$ cat src/hdl/hsc_pkg.sv
// constants and types shared by the switch control pin logic
package hsc_pkg;
	// ----------------------------------------------------------
	// clock and timing
	// ----------------------------------------------------------
	localparam int CLK_KHZ      = 250_000;
	localparam int T_IN_MS      = 250;
	localparam int SPI_WATCHDOG_TIMEOUT_MS    = 310;
	localparam int T_CKFAIL_US  = 100;
	localparam int T_SYNC_NS    = 2000;
	localparam int SLEEP_CYC    = T_IN_MS * CLK_KHZ;
	localparam int WD_CYC       = SPI_WATCHDOG_TIMEOUT_MS * CLK_KHZ;
	localparam int CKFAIL_CYC   = (T_CKFAIL_US * CLK_KHZ) / 1000;
	localparam int SYNC_CYC     = (T_SYNC_NS * CLK_KHZ) / 1_000_000;
	localparam int TMR_W        = 27;
	localparam int SYC_W        = 10;

	// ----------------------------------------------------------
	// serial word layout
	// ----------------------------------------------------------
	localparam int WORD_W       = 16;
	localparam int WD_BIT       = 15;
	localparam int ADDR_HI      = 12;
	localparam int ADDR_LO      = 9;
	localparam logic [3:0] A_RDSEL = 4'h0;
	localparam logic [3:0] A_GCR   = 4'h1;
	localparam logic [3:0] BITS_MAX = 4'hf;

	// global_config_reg fields
	localparam int G_SEL_A      = 0;
	localparam int G_SEL_B      = 1;
	localparam int G_TH_EN      = 2;
	localparam int G_PWM0       = 3;
	localparam int G_PWM1       = 4;
	localparam int G_EXTCK      = 5;
	localparam logic [7:0] GCR_RST = 8'h00;

	// readable registers
	localparam logic [2:0] RD_STAT  = 3'h0;
	localparam logic [2:0] RD_FLT0  = 3'h1;
	localparam logic [2:0] RD_FLT1  = 3'h2;
	localparam logic [2:0] RD_DIA0  = 3'h3;
	localparam logic [2:0] RD_DIA1  = 3'h4;
	localparam logic [2:0] RD_GCR   = 3'h5;
	localparam logic [2:0] RD_PINS  = 3'h6;

	// sense select codes
	localparam logic [1:0] SNS_OFF  = 2'h0;
	localparam logic [1:0] SNS_CH1  = 2'h2;
	localparam logic [1:0] SNS_TEMP = 2'h3;

	// synchronised pin positions
	localparam int P_CS   = 0;
	localparam int P_SCLK = 1;
	localparam int P_SI   = 2;
	localparam int P_RST  = 3;
	localparam int P_IN0  = 4;
	localparam int P_CF0  = 6;
	localparam int P_PWM  = 8;
	localparam int N_PIN  = 9;

	typedef enum logic [1:0] {M_SLEEP, M_NORMAL, M_FAILSAFE} hsc_mode_t;

	typedef struct packed {
		logic [1:0] oc;
		logic [1:0] ot;
		logic [1:0] vpwr_short;
		logic [1:0] severe_sc;
		logic [1:0] open_load_on_state;
		logic [1:0] open_load_off_state;
		logic       ov;
		logic       uv;
	} hsc_fault_t;
endpackage

$ cat src/hdl/hsc_ctrl.sv
// control, serial port and pin logic of the dual high side switch
// Summary of operation
// - fixed 16-bit words, daisy chain capable
// - words shifted msb first, 15 to 0
// - traffic only with select low; latch on rise
// - select fall loads readout, enables output
// - sample on sclk fall, drive on rise
// - select high: ignore sclk/si, output off
// - reset pin low holds registers at reset
// - reset low: sleep after inputs low delay
// - sleep delay nominally 250 ms
// - reset pin rise wakes, starts watchdog
// - toggle bit must alternate within timeout
// - watchdog timeout nominally 310 ms
// - direct input low off, high on
// - direct input rise wakes from sleep
// - profile select low bulb, high motor
// - any fault drives fault flag low unless asleep
// - per-fault status bits clear on read
// - supervise pwm clock, it sets on-time
// - two bits select sense source or off
// - track-and-hold keeps pre-turn-off value
// - sense off during overcurrent window
// - no sensing in fail-safe or without supply
// - sync low when valid, rises at turn-off
`timescale 1ns/1ps
`default_nettype none
module hsc_ctrl
	import hsc_pkg::*;
#(
	parameter int unsigned SLEEP_DLY = SLEEP_CYC,
	parameter int unsigned WD_TO     = WD_CYC,
	parameter int unsigned CKFAIL_TO = CKFAIL_CYC
) (
	input  wire logic       I_CLK,
	input  wire logic       I_RST_N,
	input  wire logic       I_SPI_SELECT_N,
	input  wire logic       I_SCLK,
	input  wire logic       I_SI,
	input  wire logic       I_WAKE_RESET_N,
	input  wire logic [1:0] I_IN,
	input  wire logic [1:0] I_LOAD_PROFILE_SELECT,
	input  wire logic       I_PWM_CLOCK,
	input  wire hsc_fault_t I_FAULT,
	input  wire logic       I_VDD_OK,
	input  wire logic       I_OC_WINDOW,
	output logic            O_SO,
	output logic            O_SO_OE,
	output logic            O_FAULT_FLAG_N,
	output logic            O_FAULT_FLAG_OE,
	output logic [1:0]      O_CH_ON,
	output logic [1:0]      O_MOTOR_PROFILE,
	output logic [1:0]      O_SENSE_SEL,
	output logic            O_SENSE_OE,
	output logic            O_SENSE_HOLD,
	output logic            O_SYNC_N,
	output logic            O_SYNC_OE,
	output logic            O_FAILSAFE,
	output logic            O_AWAKE
);
	typedef struct packed {
		logic [N_PIN-1:0] s1;
		logic [N_PIN-1:0] s2;
		logic [N_PIN-1:0] s3;
		logic [N_PIN-1:0] f;
		logic [N_PIN-1:0] fp;
		hsc_mode_t        mode;
		logic             wd_act;
		logic             wd_last;
		logic [TMR_W-1:0] wd_cnt;
		logic [TMR_W-1:0] slp_cnt;
		logic [TMR_W-1:0] ck_cnt;
		logic [3:0]       bit_cnt;
		logic             full;
		logic [15:0]      in_sh;
		logic [15:0]      out_sh;
		logic [2:0]       rd_sel;
		logic [2:0]       rd_cur;
		logic [7:0]       global_config_reg;
		logic [2:0]       stat;
		logic [1:0][3:0]  flt;
		logic [1:0][1:0]  dia;
		logic             ck_fail;
		logic [1:0]       ch_on;
		logic [SYC_W-1:0] sync_cnt;
		logic             sync_lo;
		logic             so;
		logic             so_oe;
		logic             ff_oe;
		logic             sns_oe;
		logic             sns_hold;
		logic [1:0]       sns_sel;
		logic [1:0]       motor;
		logic             ff_n;
		logic             sync_n;
		logic             fs;
		logic             awake;
	} hsc_state_t;

	// sync stages start at the idle pin levels, so no false select edge
	localparam hsc_state_t ST_RST = '{
		s1: 9'h001, s2: 9'h001, s3: 9'h001, f: 9'h001, fp: 9'h001,
		mode: M_SLEEP, wd_act: 1'b0, wd_last: 1'b0,
		wd_cnt: '0, slp_cnt: '0, ck_cnt: '0, bit_cnt: '0,
		full: 1'b0, in_sh: '0, out_sh: '0, rd_sel: '0,
		rd_cur: '0, global_config_reg: GCR_RST, stat: '0, flt: '0, dia: '0,
		ck_fail: 1'b0, ch_on: '0, sync_cnt: '0, sync_lo: 1'b0,
		so: 1'b0, so_oe: 1'b0, ff_oe: 1'b0, sns_oe: 1'b0,
		sns_hold: 1'b0, sns_sel: '0, motor: '0, ff_n: 1'b1, sync_n: 1'b1,
		fs: 1'b0, awake: 1'b0};

	hsc_state_t st_reg;
	hsc_state_t st_next;

	// ----------------------------------------------------------
	// edges of the filtered pins
	// ----------------------------------------------------------
	logic        cs_act;
	logic        cs_fall;
	logic        cs_rise;
	logic        sclk_fall;
	logic        sclk_rise;
	logic        rst_pin;
	logic        rst_rise;
	logic [1:0]  in_f;
	logic [1:0]  in_rise;
	logic        pwm_edge;
	logic        accept;
	logic [15:0] rd_val;
	logic [3:0]  waddr;
	logic        any_fault;
	logic        sns_ch;
	logic        sns_on;
	logic        sns_off_edge;

	assign cs_act    = ~st_reg.f[P_CS];
	assign cs_fall   = st_reg.fp[P_CS] & ~st_reg.f[P_CS];
	assign cs_rise   = ~st_reg.fp[P_CS] & st_reg.f[P_CS];
	// select high masks the clock and data pins entirely
	assign sclk_fall = cs_act & st_reg.fp[P_SCLK] & ~st_reg.f[P_SCLK];
	assign sclk_rise = cs_act & ~st_reg.fp[P_SCLK] & st_reg.f[P_SCLK];
	assign rst_pin   = st_reg.f[P_RST];
	assign rst_rise  = rst_pin & ~st_reg.fp[P_RST];
	assign in_f      = st_reg.f[P_IN0+1:P_IN0];
	assign in_rise   = in_f & ~st_reg.fp[P_IN0+1:P_IN0];
	assign pwm_edge  = st_reg.f[P_PWM] ^ st_reg.fp[P_PWM];
	// only whole multiples of 16 bits are taken, so a chain works
	assign accept    = cs_rise & st_reg.full & (st_reg.bit_cnt == '0);
	assign waddr     = st_reg.in_sh[ADDR_HI:ADDR_LO];
	assign any_fault = (|I_FAULT) | st_reg.ck_fail;
	assign sns_ch    = st_reg.sns_sel == SNS_CH1;
	assign sns_on    = st_reg.ch_on[sns_ch];

	// ----------------------------------------------------------
	// readout multiplexer
	// ----------------------------------------------------------
	always_comb begin
		rd_val = '0;
		unique case (st_reg.rd_sel)
			RD_STAT: rd_val = 16'({st_reg.mode, st_reg.wd_act, st_reg.stat});
			RD_FLT0: rd_val = 16'(st_reg.flt[0]);
			RD_FLT1: rd_val = 16'(st_reg.flt[1]);
			RD_DIA0: rd_val = 16'(st_reg.dia[0]);
			RD_DIA1: rd_val = 16'(st_reg.dia[1]);
			RD_GCR:  rd_val = 16'(st_reg.global_config_reg);
			RD_PINS: rd_val = 16'({st_reg.motor, in_f});
			default: rd_val = '0;
		endcase
	end

	// ----------------------------------------------------------
	// next state
	// ----------------------------------------------------------
	always_comb begin
		st_next = st_reg;
		// three stages, a change counts once stages two and three agree
		st_next.s1 = {I_PWM_CLOCK, I_LOAD_PROFILE_SELECT, I_IN,
			I_WAKE_RESET_N, I_SI, I_SCLK, I_SPI_SELECT_N};
		st_next.s2 = st_reg.s1;
		st_next.s3 = st_reg.s2;
		for (int k = 0; k < N_PIN; k++) begin
			if (st_reg.s2[k] == st_reg.s3[k]) begin
				st_next.f[k] = st_reg.s3[k];
			end
		end
		st_next.fp = st_reg.f;

		// operating mode
		unique case (st_reg.mode)
			M_SLEEP: begin
				if (rst_rise | (|in_rise)) begin
					st_next.mode = M_NORMAL;
				end
			end
			M_NORMAL: begin
				if (st_reg.wd_act && st_reg.wd_cnt >= TMR_W'(WD_TO - 1)) begin
					st_next.mode = M_FAILSAFE;
				end
			end
			M_FAILSAFE: begin
				if (!rst_pin) begin
					st_next.mode = M_NORMAL;
				end
			end
		endcase

		// sleep entry timer, restarted by any high direct input
		st_next.slp_cnt = '0;
		if (st_reg.mode != M_SLEEP && !rst_pin && in_f == 2'h0) begin
			st_next.slp_cnt = st_reg.slp_cnt + 1'b1;
			if (st_reg.slp_cnt >= TMR_W'(SLEEP_DLY - 1)) begin
				st_next.mode = M_SLEEP;
				st_next.slp_cnt = '0;
			end
		end

		// watchdog on the toggle bit of every accepted word
		if (st_reg.wd_act && st_reg.mode == M_NORMAL) begin
			st_next.wd_cnt = st_reg.wd_cnt + 1'b1;
		end
		if (accept && st_reg.in_sh[WD_BIT] != st_reg.wd_last) begin
			st_next.wd_cnt = '0;
			st_next.wd_last = st_reg.in_sh[WD_BIT];
		end
		if (rst_rise) begin
			st_next.wd_act = 1'b1;
			st_next.wd_cnt = '0;
			st_next.wd_last = 1'b0;
		end else if (!rst_pin) begin
			st_next.wd_act = 1'b0;
			st_next.wd_cnt = '0;
		end

		// serial port
		if (cs_fall) begin
			st_next.out_sh = rd_val;
			st_next.so = rd_val[WORD_W-1];
			st_next.so_oe = 1'b1;
			st_next.bit_cnt = '0;
			st_next.full = 1'b0;
			st_next.rd_cur = st_reg.rd_sel;
		end
		if (sclk_fall) begin
			st_next.in_sh = {st_reg.in_sh[WORD_W-2:0], st_reg.f[P_SI]};
			st_next.bit_cnt = st_reg.bit_cnt + 1'b1;
			if (st_reg.bit_cnt == BITS_MAX) begin
				st_next.full = 1'b1;
			end
		end
		if (sclk_rise) begin
			// past the first word the previous input word passes through
			st_next.so = st_reg.full ? st_reg.in_sh[WORD_W-1]
				: st_reg.out_sh[WORD_W-1];
			st_next.out_sh = {st_reg.out_sh[WORD_W-2:0], 1'b0};
		end
		if (cs_rise) begin
			st_next.so_oe = 1'b0;
		end

		if (accept) begin
			if (waddr == A_GCR) begin
				st_next.global_config_reg = st_reg.in_sh[7:0];
			end
			if (waddr == A_RDSEL) begin
				st_next.rd_sel = st_reg.in_sh[2:0];
			end
			unique case (st_reg.rd_cur)
				RD_STAT: st_next.stat = '0;
				RD_FLT0: st_next.flt[0] = '0;
				RD_FLT1: st_next.flt[1] = '0;
				RD_DIA0: st_next.dia[0] = '0;
				RD_DIA1: st_next.dia[1] = '0;
				default: ;
			endcase
		end

		// pwm clock supervision, only while it is selected
		st_next.ck_cnt = '0;
		st_next.ck_fail = 1'b0;
		if (st_reg.global_config_reg[G_EXTCK] && !pwm_edge) begin
			st_next.ck_cnt = st_reg.ck_cnt;
			st_next.ck_fail = st_reg.ck_fail;
			if (st_reg.ck_cnt >= TMR_W'(CKFAIL_TO - 1)) begin
				st_next.ck_fail = 1'b1;
			end else begin
				st_next.ck_cnt = st_reg.ck_cnt + 1'b1;
			end
		end

		// sticky fault bits; a new event wins over the read clear
		st_next.stat = st_next.stat | {st_reg.ck_fail, I_FAULT.ov, I_FAULT.uv};
		for (int c = 0; c < 2; c++) begin
			st_next.flt[c] = st_next.flt[c] | {I_FAULT.oc[c], I_FAULT.ot[c],
				I_FAULT.vpwr_short[c], I_FAULT.severe_sc[c]};
			st_next.dia[c] = st_next.dia[c] | {I_FAULT.open_load_on_state[c], I_FAULT.open_load_off_state[c]};
		end

		// reset pin low holds every register at its reset value
		if (!rst_pin) begin
			st_next.global_config_reg = GCR_RST;
			st_next.rd_sel = '0;
			st_next.stat = '0;
			st_next.flt = '0;
			st_next.dia = '0;
		end

		// channels; fail-safe falls back to the direct inputs
		for (int c = 0; c < 2; c++) begin
			st_next.ch_on[c] = (st_reg.mode != M_SLEEP) & in_f[c];
			if (st_reg.mode == M_NORMAL && st_reg.global_config_reg[G_PWM0+c]
					&& st_reg.global_config_reg[G_EXTCK]) begin
				st_next.ch_on[c] = st_reg.f[P_PWM] & ~st_reg.ck_fail;
			end
		end
		// turn-off seen inside this process, not through a net loop
		sns_off_edge = ~st_next.ch_on[sns_ch] & sns_on;
		st_next.motor = st_reg.f[P_CF0+1:P_CF0];

		// fault flag, open drain
		st_next.ff_oe = (st_reg.mode != M_SLEEP) & any_fault;

		// current and temperature sense
		st_next.sns_sel = {st_reg.global_config_reg[G_SEL_B], st_reg.global_config_reg[G_SEL_A]};
		st_next.sns_oe = (st_reg.sns_sel != SNS_OFF)
			& (st_reg.mode == M_NORMAL) & I_VDD_OK
			& ~I_OC_WINDOW;
		st_next.sns_hold = st_reg.global_config_reg[G_TH_EN] & (st_reg.sns_sel != SNS_OFF)
			& (st_reg.sns_sel != SNS_TEMP) & ~sns_on;

		// sense ready: low after settling, released at turn-off
		if (st_reg.sns_oe && st_reg.sns_sel != SNS_TEMP && sns_on) begin
			if (st_reg.sync_cnt >= SYC_W'(SYNC_CYC - 1)) begin
				st_next.sync_lo = 1'b1;
			end else begin
				st_next.sync_cnt = st_reg.sync_cnt + 1'b1;
			end
		end
		if (sns_off_edge || !st_reg.sns_oe) begin
			st_next.sync_lo = 1'b0;
			st_next.sync_cnt = '0;
		end

		// pin levels kept in flops so outputs carry no decode
		st_next.ff_n = ~st_next.ff_oe;
		st_next.sync_n = ~st_next.sync_lo;
		st_next.fs = st_next.mode == M_FAILSAFE;
		st_next.awake = st_next.mode != M_SLEEP;
	end

	always_ff @(posedge I_CLK or negedge I_RST_N) begin
		if (!I_RST_N) begin
			st_reg <= ST_RST;
		end else begin
			st_reg <= st_next;
		end
	end

	// ----------------------------------------------------------
	// outputs
	// ----------------------------------------------------------
	assign O_SO            = st_reg.so;
	assign O_SO_OE         = st_reg.so_oe;
	assign O_FAULT_FLAG_N  = st_reg.ff_n;
	assign O_FAULT_FLAG_OE = st_reg.ff_oe;
	assign O_CH_ON         = st_reg.ch_on;
	assign O_MOTOR_PROFILE = st_reg.motor;
	assign O_SENSE_SEL     = st_reg.sns_sel;
	assign O_SENSE_OE      = st_reg.sns_oe;
	assign O_SENSE_HOLD    = st_reg.sns_hold;
	assign O_SYNC_N        = st_reg.sync_n;
	assign O_SYNC_OE       = st_reg.sync_lo;
	assign O_FAILSAFE      = st_reg.fs;
	assign O_AWAKE         = st_reg.awake;
endmodule // hsc_ctrl
`default_nettype wire

$ cat config.mk
export PLATFORM = sky130hd
export DESIGN_NAME = hsc_ctrl
export DESIGN_NICKNAME = d
export VERILOG_FILES = /design/src/hdl/hsc_pkg.sv /design/src/hdl/hsc_ctrl.sv
export SDC_FILE = /design/constraint.sdc
export NUM_CORES = 1
export LEC_CHECK = 0
export BUFFER_PORTS_ARGS = -buffer_cell sky130_fd_sc_hd__buf_2
export CORE_ASPECT_RATIO = 0.9
export CORE_MARGIN = 2
export CORE_UTILIZATION = 45
export DETAILED_ROUTE_END_ITERATION = 7
export PLACE_DENSITY = 0.66
export SYNTH_ARGS = -nofsm -noshare
export SYNTH_HDL_FRONTEND = slang
export SYNTH_SLANG_ARGS = --single-unit
$ cat constraint.sdc
create_clock -name I_CLK -period 2.6 [get_ports I_CLK]
set_input_delay 0.39 -clock I_CLK [delete_from_list [all_inputs] [get_ports I_CLK]]
set_output_delay 0.39 -clock I_CLK [all_outputs]
set_load 0.03 [all_outputs]
==> results.sh, run 1 <==
export IMPL_outcome="finished clean"
export IMPL_synth_edff_count=0
export IMPL_multi_input_area_um2=4016
export IMPL_syn_nets=979
export IMPL_cts_made_buffers=23
export IMPL_synth_seq_area_share_pct=56.34
export IMPL_p_leak_nw=4.842
export IMPL_critPathBufInv=0
export IMPL_htree_levels=1
export IMPL_synth_cell_type_count=67
export IMPL_largest_reg_flops=176
export IMPL_coreArea_um2=21500
export IMPL_drive_above_1_share_pct=12.62
export IMPL_clkPwrFrac_pct=44.7
export IMPL_fillers=1933
export IMPL_cts_sinks=220
export IMPL_nNetsFinal=1035
export IMPL_crit_path_cell_trace="or4b_1 > or3_1 > a2111o_1 > nand3_2 > nor2_1"
export IMPL_fin_skew_ns=0.01644
export IMPL_cp_top_family="simple AND/OR/NAND/NOR gates"
export IMPL_cts_tree="done"
export IMPL_whs_ns=0.03206
export IMPL_clk_latency_ns=0.52
export IMPL_die_x_um=159.5
export IMPL_drc=0
export IMPL_worst_path_largest_cell_delay_ns=0.51
export IMPL_ys_ff_latch=220
export IMPL_n_antenna_cell=0
export IMPL_netlist_area_um2=9787
export IMPL_final_core_util_pct=52.61
export IMPL_clock_root_buffer="clkbuf_16"
export IMPL_worstSetupStartpointType="register"
export IMPL_synth_ff_type="dfrtp_1"
export IMPL_required_ns=2.97
export IMPL_rows=51
export IMPL_cap_violations=0
export IMPL_syn_avg_cell_area_um2=10.40
export IMPL_worstMarginPinSlew_ns=0.7754
export IMPL_p_comb_share_pct=8.8
export IMPL_die_area_um2=22950
export IMPL_ys_warn_count=0
export IMPL_drtIter0Drc=426
export IMPL_first_pass_iters=5
export IMPL_min_from="I_OC_WINDOW"
export IMPL_regArea_um2=5514
export IMPL_critPathMaxFanout=26
export IMPL_p_sw_mw=1.980
export IMPL_gp_congestion=0.8294
export IMPL_synth_top_cell_area_share_pct=54.46
export IMPL_slew_violations=0
export IMPL_io_pins=43
export IMPL_cts_path_max_buffers=3
export IMPL_grt_pass1_wl_um=33700
export IMPL_fmax_ghz=0.4273
export IMPL_start_util_pct=45.51
export IMPL_grt_max_degree=63
export IMPL_fin_crit_ns=2.340
export IMPL_vias=6921
export IMPL_path_clk_slew_ns=0.06
export IMPL_routed_wl_um=19490
export IMPL_cts_setup_buffers=0
export IMPL_hold_viol=0
export IMPL_ys_async_sr_fraction_pct=100.0
export IMPL_antenna_found_initial=0
export IMPL_synth_area_top_cells="dfrtp_1 (54%), nand2_1 (4.6%), nor2_1 (3.4%), xnor2_1 (3.2%), mux2i_1 (2.3%)"
export IMPL_synth_top_area_cell="dfrtp_1"
export IMPL_endpoint_kind="register"
export IMPL_rsz0062_at_grt="false"
export IMPL_min_path_type="in -> reg"
export IMPL_synthCells=941
export IMPL_finalSetupTns_ns=0
export IMPL_ant_nets=0
export IMPL_grt_use_total_pct=17.66
export IMPL_syn_to_final_growth_pct=15.60
export IMPL_avgViaCountPerCell=5.303
export IMPL_die_height_um=143.9
export IMPL_p_per_area_nw_per_um2=724.9
export IMPL_crit_path_start="st_reg[132]"
export IMPL_crit_type="reg -> reg"
export IMPL_p_int_mw=6.221
export IMPL_grt_overflow_total=0
export IMPL_period_share_pct=90.01
export IMPL_p_seq_share_pct=46.5
export IMPL_slew_headroom_pct=48.31
export IMPL_place_hpwl_um=13100
export IMPL_io_buffers=42
export IMPL_crit_slowest_cell="or4b_1"
export IMPL_wl_per_cell_um=14.93
export IMPL_worstReg2RegStart="st_reg[132]"
export IMPL_fin_total_pwr_mw=8.201
export IMPL_crit_arrival_ns=2.71
export IMPL_p_sw_share_pct=24.14
export IMPL_grt_pass1_vias=6786
export IMPL_ir_worst_vdd_uv=523.8
export IMPL_setup_viol=0
-- final cells by class --
cell class / instances / area share (%)
multi-input combinational: 660 / 35.50
clock inverter: 14 / 2.079
tap: 291 / 3.218
timing repair buffer: 69 / 4.180
inverter: 23 / 0.7631
sequential: 220 / 48.74
clock buffer: 28 / 5.519
-- synthesized netlist by cell type (8+ instances only) --
| cell type | n |
|---|---|
| a31oi_1 | 8 |
| xnor2_1 | 36 |
| and4_1 | 9 |
| maj3_1 | 9 |
| nand2_1 | 121 |
| nor2b_1 | 34 |
| clkbuf_1 | 29 |
| ha_1 | 11 |
| nor4_1 | 21 |
| nand2b_1 | 13 |
| xor2_1 | 23 |
| dfrtp_1 | 213 |
| nor2_1 | 88 |
| inv_1 | 23 |
| and2_1 | 9 |
| mux2i_1 | 22 |
| nand3_1 | 35 |
| o21ai_0 | 36 |
| and3_1 | 22 |
| nor3_1 | 17 |
| a21oi_1 | 39 |
| nand4_1 | 19 |
-- per-layer routing --
| layer | vias to the layer above | global-route usage [%] | routed length [um] |
|---|---|---|---|
| met5 | - | 0 | 0 |
| met4 | 0 | 4.928 | 395 |
| li1 | 3401 | - | - |
| met3 | 26 | 2.597 | 718 |
| met1 | 3370 | 26.58 | 9999 |
| met2 | 124 | 26.73 | 8374 |
-- what timing repair did --
item | in CTS | in global routing
hold buffers | 10 | 0
hold endpoints to repair | 55 | 0
resized for setup | 0 | 0
-- worst paths after layout --
path	endpoint	slack (ns)	cells past startpoint
min	O_SENSE_OE	0.03	2
max reg2reg	st_reg[125]	0.26	5
max	st_reg[125]	0.26	5
min in group asynchronous	st_reg[154]	0.39	2
max in group asynchronous	st_next[205]	1.50	3
min reg2reg	st_next[197]	0.35	0
-- metrics by stage --
step,area (um^2),setup WS (ns),instances
2_1_floorplan,9787,0.5197,941
3_3_place_gp,10350,0.3152,1253
3_5_place_dp,10350,0.2614,1253
4_1_cts,11310,0.2630,1305
5_1_grt,11310,0.1400,1305
6_report,11310,0.2597,1305
-- worst register-to-register path, cell delays in order, from the launching register on --
cell and delay [ns]:
dfrtp_1 0.45, or4b_1 0.51, or3_1 0.32, a2111o_1 0.43, nand3_2 0.38, nor2_1 0.12
-- cells in the final DEF (no fill, tap or decap), types with 34 or more instances in the layout --
cell,count
xnor2_1,36
buf_2,41
dfrtp_1,213
nand3_1,35
o21ai_0,36
nand2_1,121
a21oi_1,39
nor2b_1,34
nor2_1,88
-- logic make-up after synthesis --
kind of cell | share of synthesized area (%)
AND/OR/NAND/NOR | 21.57
flip-flops | 56.34
AO/OA/AOI/OAI | 9.001
buffers and inverters | 2.736
XOR/XNOR | 5.280
multiplexers | 2.710
adder cells (fa/ha/maj) | 2.327
other | 0.03832
-- power by group through the flow --
| stage | Clock, mW | Sequential [mW] | Combinational (mW) |
|---|---|---|---|
| floorplan | 0 | 3.86 | 0.433 |
| global placement | 0 | 3.87 | 0.700 |
| detailed placement | 0 | 3.87 | 0.715 |
| CTS | 3.75 | 3.81 | 0.734 |
| global route | 3.89 | 3.84 | 0.819 |
| finish | 3.67 | 3.81 | 0.726 |
(Power assumes the default switching activity.)
==> run 2: changes to the inputs <==
Settings changed: CORE_MARGIN 2 to 3, GPL_TIMING_DRIVEN set to 0.
==> run 2 against run 1 <==
Against the previous run: utilization is 1.2 points higher; cell area rose by 0.20%; sequential cell count unchanged; sequential power is essentially flat; die area grew 2.7%; register-to-register slack better by 0.02 ns; critical path type unchanged; largest cell class unchanged; highest routed layer unchanged.
==> results.sh, run 2 (synthesis gave the netlist of run 1 again) <==
export IMPL_cts_path_max_buffers=3
export IMPL_place_hpwl_um=13610
export IMPL_grt_pass1_wl_um=34170
export IMPL_worstSetupStartpointType="register"
export IMPL_reg2reg_depth=6
export IMPL_whs_ns=0.02360
export IMPL_worstMarginPinSlew_ns=0.9431
export IMPL_p_leak_nw=4.843
export IMPL_largest_reg_flops=176
export IMPL_cts_tree="done"
export IMPL_outcome="finished clean"
export IMPL_antenna_found_initial=0
export IMPL_crit_path_start="st_next[178]"
export IMPL_hold_viol=0
export IMPL_cp_endpoint="st_reg[47]"
export IMPL_gp_congestion=0.8101
export IMPL_ir_worst_vdd_uv=562.3
export IMPL_avgViaCountPerCell=5.360
export IMPL_slew_violations=0
export IMPL_wl_per_cell_um=15.20
export IMPL_path_clk_slew_ns=0.06
export IMPL_fmax_ghz=0.4301
export IMPL_gr_usage_met1_pct=27.35
export IMPL_min_path_type="in -> reg"
export IMPL_rsz0062_at_grt="false"
export IMPL_io_buffers=42
export IMPL_setup_viol=0
export IMPL_r2r_setup_slack_ns=0.28
export IMPL_fin_skew_ns=0.01686
export IMPL_p_per_area_nw_per_um2=708.4
export IMPL_required_ns=3.01
export IMPL_rows=50
export IMPL_crit_type="reg -> reg"
export IMPL_grt_max_degree=112
export IMPL_start_util_pct=46.42
export IMPL_routed_wl_um=20090
export IMPL_io_pins=43
export IMPL_vias=7086
export IMPL_fin_crit_ns=2.325
export IMPL_crit_arrival_ns=2.74
export IMPL_endpoint_kind="register"
export IMPL_drc=0
export IMPL_cts_sinks=220
export IMPL_use_met2_pct=24.62
export IMPL_final_common_cell="dfrtp_1"
export IMPL_period_share_pct=89.42
export IMPL_die_height_um=145.9
export IMPL_n_antenna_cell=0
export IMPL_die_area_um2=23560
export IMPL_ant_nets=0
export IMPL_first_pass_iters=5
export IMPL_die_x_um=161.5
export IMPL_syn_to_final_growth_pct=15.83
export IMPL_clock_root_buffer="clkbuf_16"
export IMPL_drtIter0Drc=448
export IMPL_critPathMaxFanout=8
export IMPL_grt_use_met3_pct=2.789
export IMPL_layout_common_cells="dfrtp_1 (213), nand2_1 (121), nor2_1 (88)"
export IMPL_slew_headroom_pct=36.64
export IMPL_clk_latency_ns=0.53
export IMPL_drive_above_1_share_pct=11.58
export IMPL_nNetsFinal=1056
export IMPL_fin_total_pwr_mw=8.031
export IMPL_grt_use_total_pct=17.22
export IMPL_cap_violations=0
export IMPL_htree_levels=1
export IMPL_cts_made_buffers=24
export IMPL_grt_overflow_total=0
export IMPL_worstReg2RegStart="st_next[178]"
export IMPL_grt_pass1_vias=6787
export IMPL_grt_most_used_layer="met1"
export IMPL_r2r_end="st_reg[47]"
export IMPL_coreArea_um2=21080
run 2: power by group:
group | internal [mW] | switching (mW)
Clock | 2.11 | 1.37
Sequential | 3.64 | 0.174
Combinational | 0.273 | 0.463
Total | 6.03 | 2.00
run 2: worst min-delay path by stage:
stage	from	depth (start not counted)	to
after floorplan	I_RST_N	0	O_AWAKE
after global placement	st_next[207]	0	st_next[198]
after detailed placement	st_next[213]	0	st_next[204]
after CTS	I_OC_WINDOW	2	O_SENSE_OE
after global routing	I_OC_WINDOW	2	O_SENSE_OE
final	I_OC_WINDOW	2	O_SENSE_OE
run 2: layer usage:
metal / wire (um) / up-vias
met3: 1018 / 31
met4: 379 / 0
li1: - / 3455
met2: 8418 / 163
met5: 0 / -
met1: 10270 / 3437
run 2: area by class of cell:
class                           instances  area [um^2]
Tap cell                              286        357.8
Fill cell                            1870         9747
Inverter                               23        86.33
Sequential cell                       220         5514
Clock inverter                          8        115.1
Multi-Input combinational cell        660         4024
Buffer                                 36        175.2
Clock buffer                           36        715.7
Timing Repair Buffer                   53        347.8
run 2: through the flow:
step / instance area, um^2 / setup TNS, ns / worst slack [ns] / util [%] / instances
floorplan: 9787 / 0 / 0.5197 / - / 941
global placement: 10350 / -571.24 / -2.653 / 49.12 / 1269
detailed placement: 10390 / 0 / 0.1037 / 49.29 / 1270
CTS: 11320 / 0 / 0.07106 / 53.71 / 1324
global route: 11340 / 0 / 0.03318 / 53.77 / 1322
finish: 11340 / 0 / 0.2751 / 53.77 / 1322
run 2: worst max-delay path, cell delays in order (launching register included):
cell and delay (ns):
dfstp_2 0.57, ha_1 0.35, nand2_1 0.29, nor4b_1 0.38, buf_2 0.33, mux2i_1 0.23, nor2b_1 0.06
run 2: repair_timing:
| action | CTS | global route |
|---|---|---|
| setup buffers | 0 | 0 |
| setup endpoints to repair | 0 | 27 |
| hold buffers | 10 | 0 |
| gates resized for setup | 0 | 4 |
| endpoints found under the hold margin | 117 | 0 |
==> run 3: changes to the inputs <==
Settings changed: CORE_UTILIZATION 45 to 61, PLACE_DENSITY 0.66 to 0.84.
==> run 3 against run 2 <==
Against the previous run: register-to-register slack lost 0.098 ns; die area shrank 25%; cell area shrank 1.5%; largest power group unchanged; final cell count shrank 6.6%; critical path type unchanged; combinational power grew 3.5%; clock skew shrank 0.0016 ns; highest routed layer unchanged; first-iteration DRC count grew 23%; critical endpoint is now st_reg[54].
==> results.sh, run 3 (synthesis gave the netlist of run 1 again) <==
export IMPL_layout_common_cells="dfrtp_1 (213), nand2_1 (121), nor2_1 (88)"
export IMPL_multi_input_area_um2=4019
export IMPL_grt_use_total_pct=24.33
export IMPL_vias=7300
export IMPL_grt_pass1_wl_um=35620
export IMPL_avgViaCountPerCell=5.911
export IMPL_ir_worst_vdd_uv=785.4
export IMPL_cap_violations=0
export IMPL_crit_arrival_ns=2.82
export IMPL_cts_made_buffers=22
export IMPL_drive_above_1_share_pct=11.42
export IMPL_worstMarginPinSlew_ns=0.8746
export IMPL_die_x_um=139.5
export IMPL_gp_congestion=0.8461
export IMPL_drc=0
export IMPL_ant_nets=0
export IMPL_finalSetupTns_ns=0
export IMPL_place_hpwl_um=13610
export IMPL_nNetsFinal=1055
export IMPL_rows=43
export IMPL_largest_reg_flops=176
export IMPL_routed_wl_um=20800
export IMPL_io_pins=43
export IMPL_crit_type="reg -> reg"
export IMPL_regArea_um2=5514
export IMPL_fin_total_pwr_mw=7.757
export IMPL_io_buffers=42
export IMPL_hold_viol=0
export IMPL_fillers=1097
export IMPL_first_pass_iters=5
export IMPL_fin_crit_ns=2.423
export IMPL_coreArea_um2=15550
export IMPL_htree_levels=1
export IMPL_n_antenna_cell=0
export IMPL_min_path_type="in -> reg"
export IMPL_slew_headroom_pct=41.16
export IMPL_final_common_cell="dfrtp_1"
export IMPL_grt_pass1_vias=7180
export IMPL_fmax_ghz=0.4127
export IMPL_grt_overflow_total=0
export IMPL_clk_latency_ns=0.51
export IMPL_setup_viol=0
export IMPL_antenna_found_initial=0
export IMPL_period_share_pct=93.20
export IMPL_cts_tree="done"
export IMPL_p_per_area_nw_per_um2=694.6
export IMPL_clock_root_buffer="clkbuf_16"
export IMPL_die_height_um=126.2
export IMPL_start_util_pct=62.94
export IMPL_cts_path_max_buffers=3
export IMPL_endpoint_kind="register"
export IMPL_critPathMaxFanout=7
export IMPL_wl_per_cell_um=16.84
export IMPL_worstSetupStartpointType="register"
export IMPL_r2r_setup_slack_ns=0.18
export IMPL_path_clk_slew_ns=0.06
export IMPL_required_ns=3.00
export IMPL_syn_to_final_growth_pct=14.10
export IMPL_drtIter0Drc=550
export IMPL_die_area_um2=17600
export IMPL_dp_slack_ns=-0.008464
export IMPL_worst_slack_ns=0.1768
export IMPL_fin_skew_ns=0.01529
export IMPL_p_leak_nw=4.810
export IMPL_rsz0062_at_grt="false"
export IMPL_cts_sinks=220
export IMPL_slew_violations=0
export IMPL_grt_max_degree=87
export IMPL_outcome="finished clean"
export IMPL_whs_ns=0.04600
[run 3: stage by stage]
step	util [%]	instance area, um^2	cells
floorplan	-	9787	941
global placement	65.92	10250	1185
detailed placement	66.34	10310	1187
finish	71.82	11170	1235
CTS	71.68	11150	1235
global route	71.82	11170	1235
[run 3: path summary, 6_finish.rpt]
path / endpoint / cells after the start / from
max: st_reg[54] / 5 / st_next[178]
min: O_SENSE_OE / 2 / I_OC_WINDOW
max reg2reg: st_reg[54] / 5 / st_next[178]
min reg2reg: st_next[202] / 0 / st_next[211]
max in group asynchronous: st_reg[178] / 3 / I_RST_N
min in group asynchronous: st_reg[20] / 2 / I_RST_N
[run 3: report_power, final]
group          internal, mW  leakage, nW  switching, mW
clock                  1.89        0.366           1.29
sequential             3.64         2.91          0.172
combinational         0.279         1.54          0.482
total                  5.82         4.81           1.94
[run 3: repair_timing]
| action | CTS | global route |
|---|---|---|
| gates resized for setup | 0 | 4 |
| setup endpoints to repair | 1 | 11 |
| endpoints found under the hold margin | 75 | 1 |
| buffers inserted | 0 | 0 |
| hold buffers | 9 | 1 |
[run 3: area by class of cell]
class | count | share of cell area [%]
flip-flops and latches | 220 | 49.38
multi-input cells | 660 | 35.99
clock buffers | 34 | 6.050
repair buffers | 54 | 3.361
well taps | 202 | 2.263
plain buffers | 36 | 1.569
inverters | 23 | 0.7731
clock inverters | 6 | 0.6162
[run 3: critical path, cell delays in order (launching register included)]
cell and delay [ns]:
dfstp_2 0.57, ha_1 0.33, nand2_1 0.28, nor4_1 0.79
mux2i_1 0.29, nor2b_1 0.06
[run 3: layer usage]
metal | vias to the layer above | wire [um] | track usage [%]
li1 | 3435 | - | -
met1 | 3587 | 9378 | 35.21
met2 | 238 | 9562 | 38.23
met3 | 40 | 1336 | 5.087
met4 | 0 | 517 | 6.157
met5 | - | 0 | 0
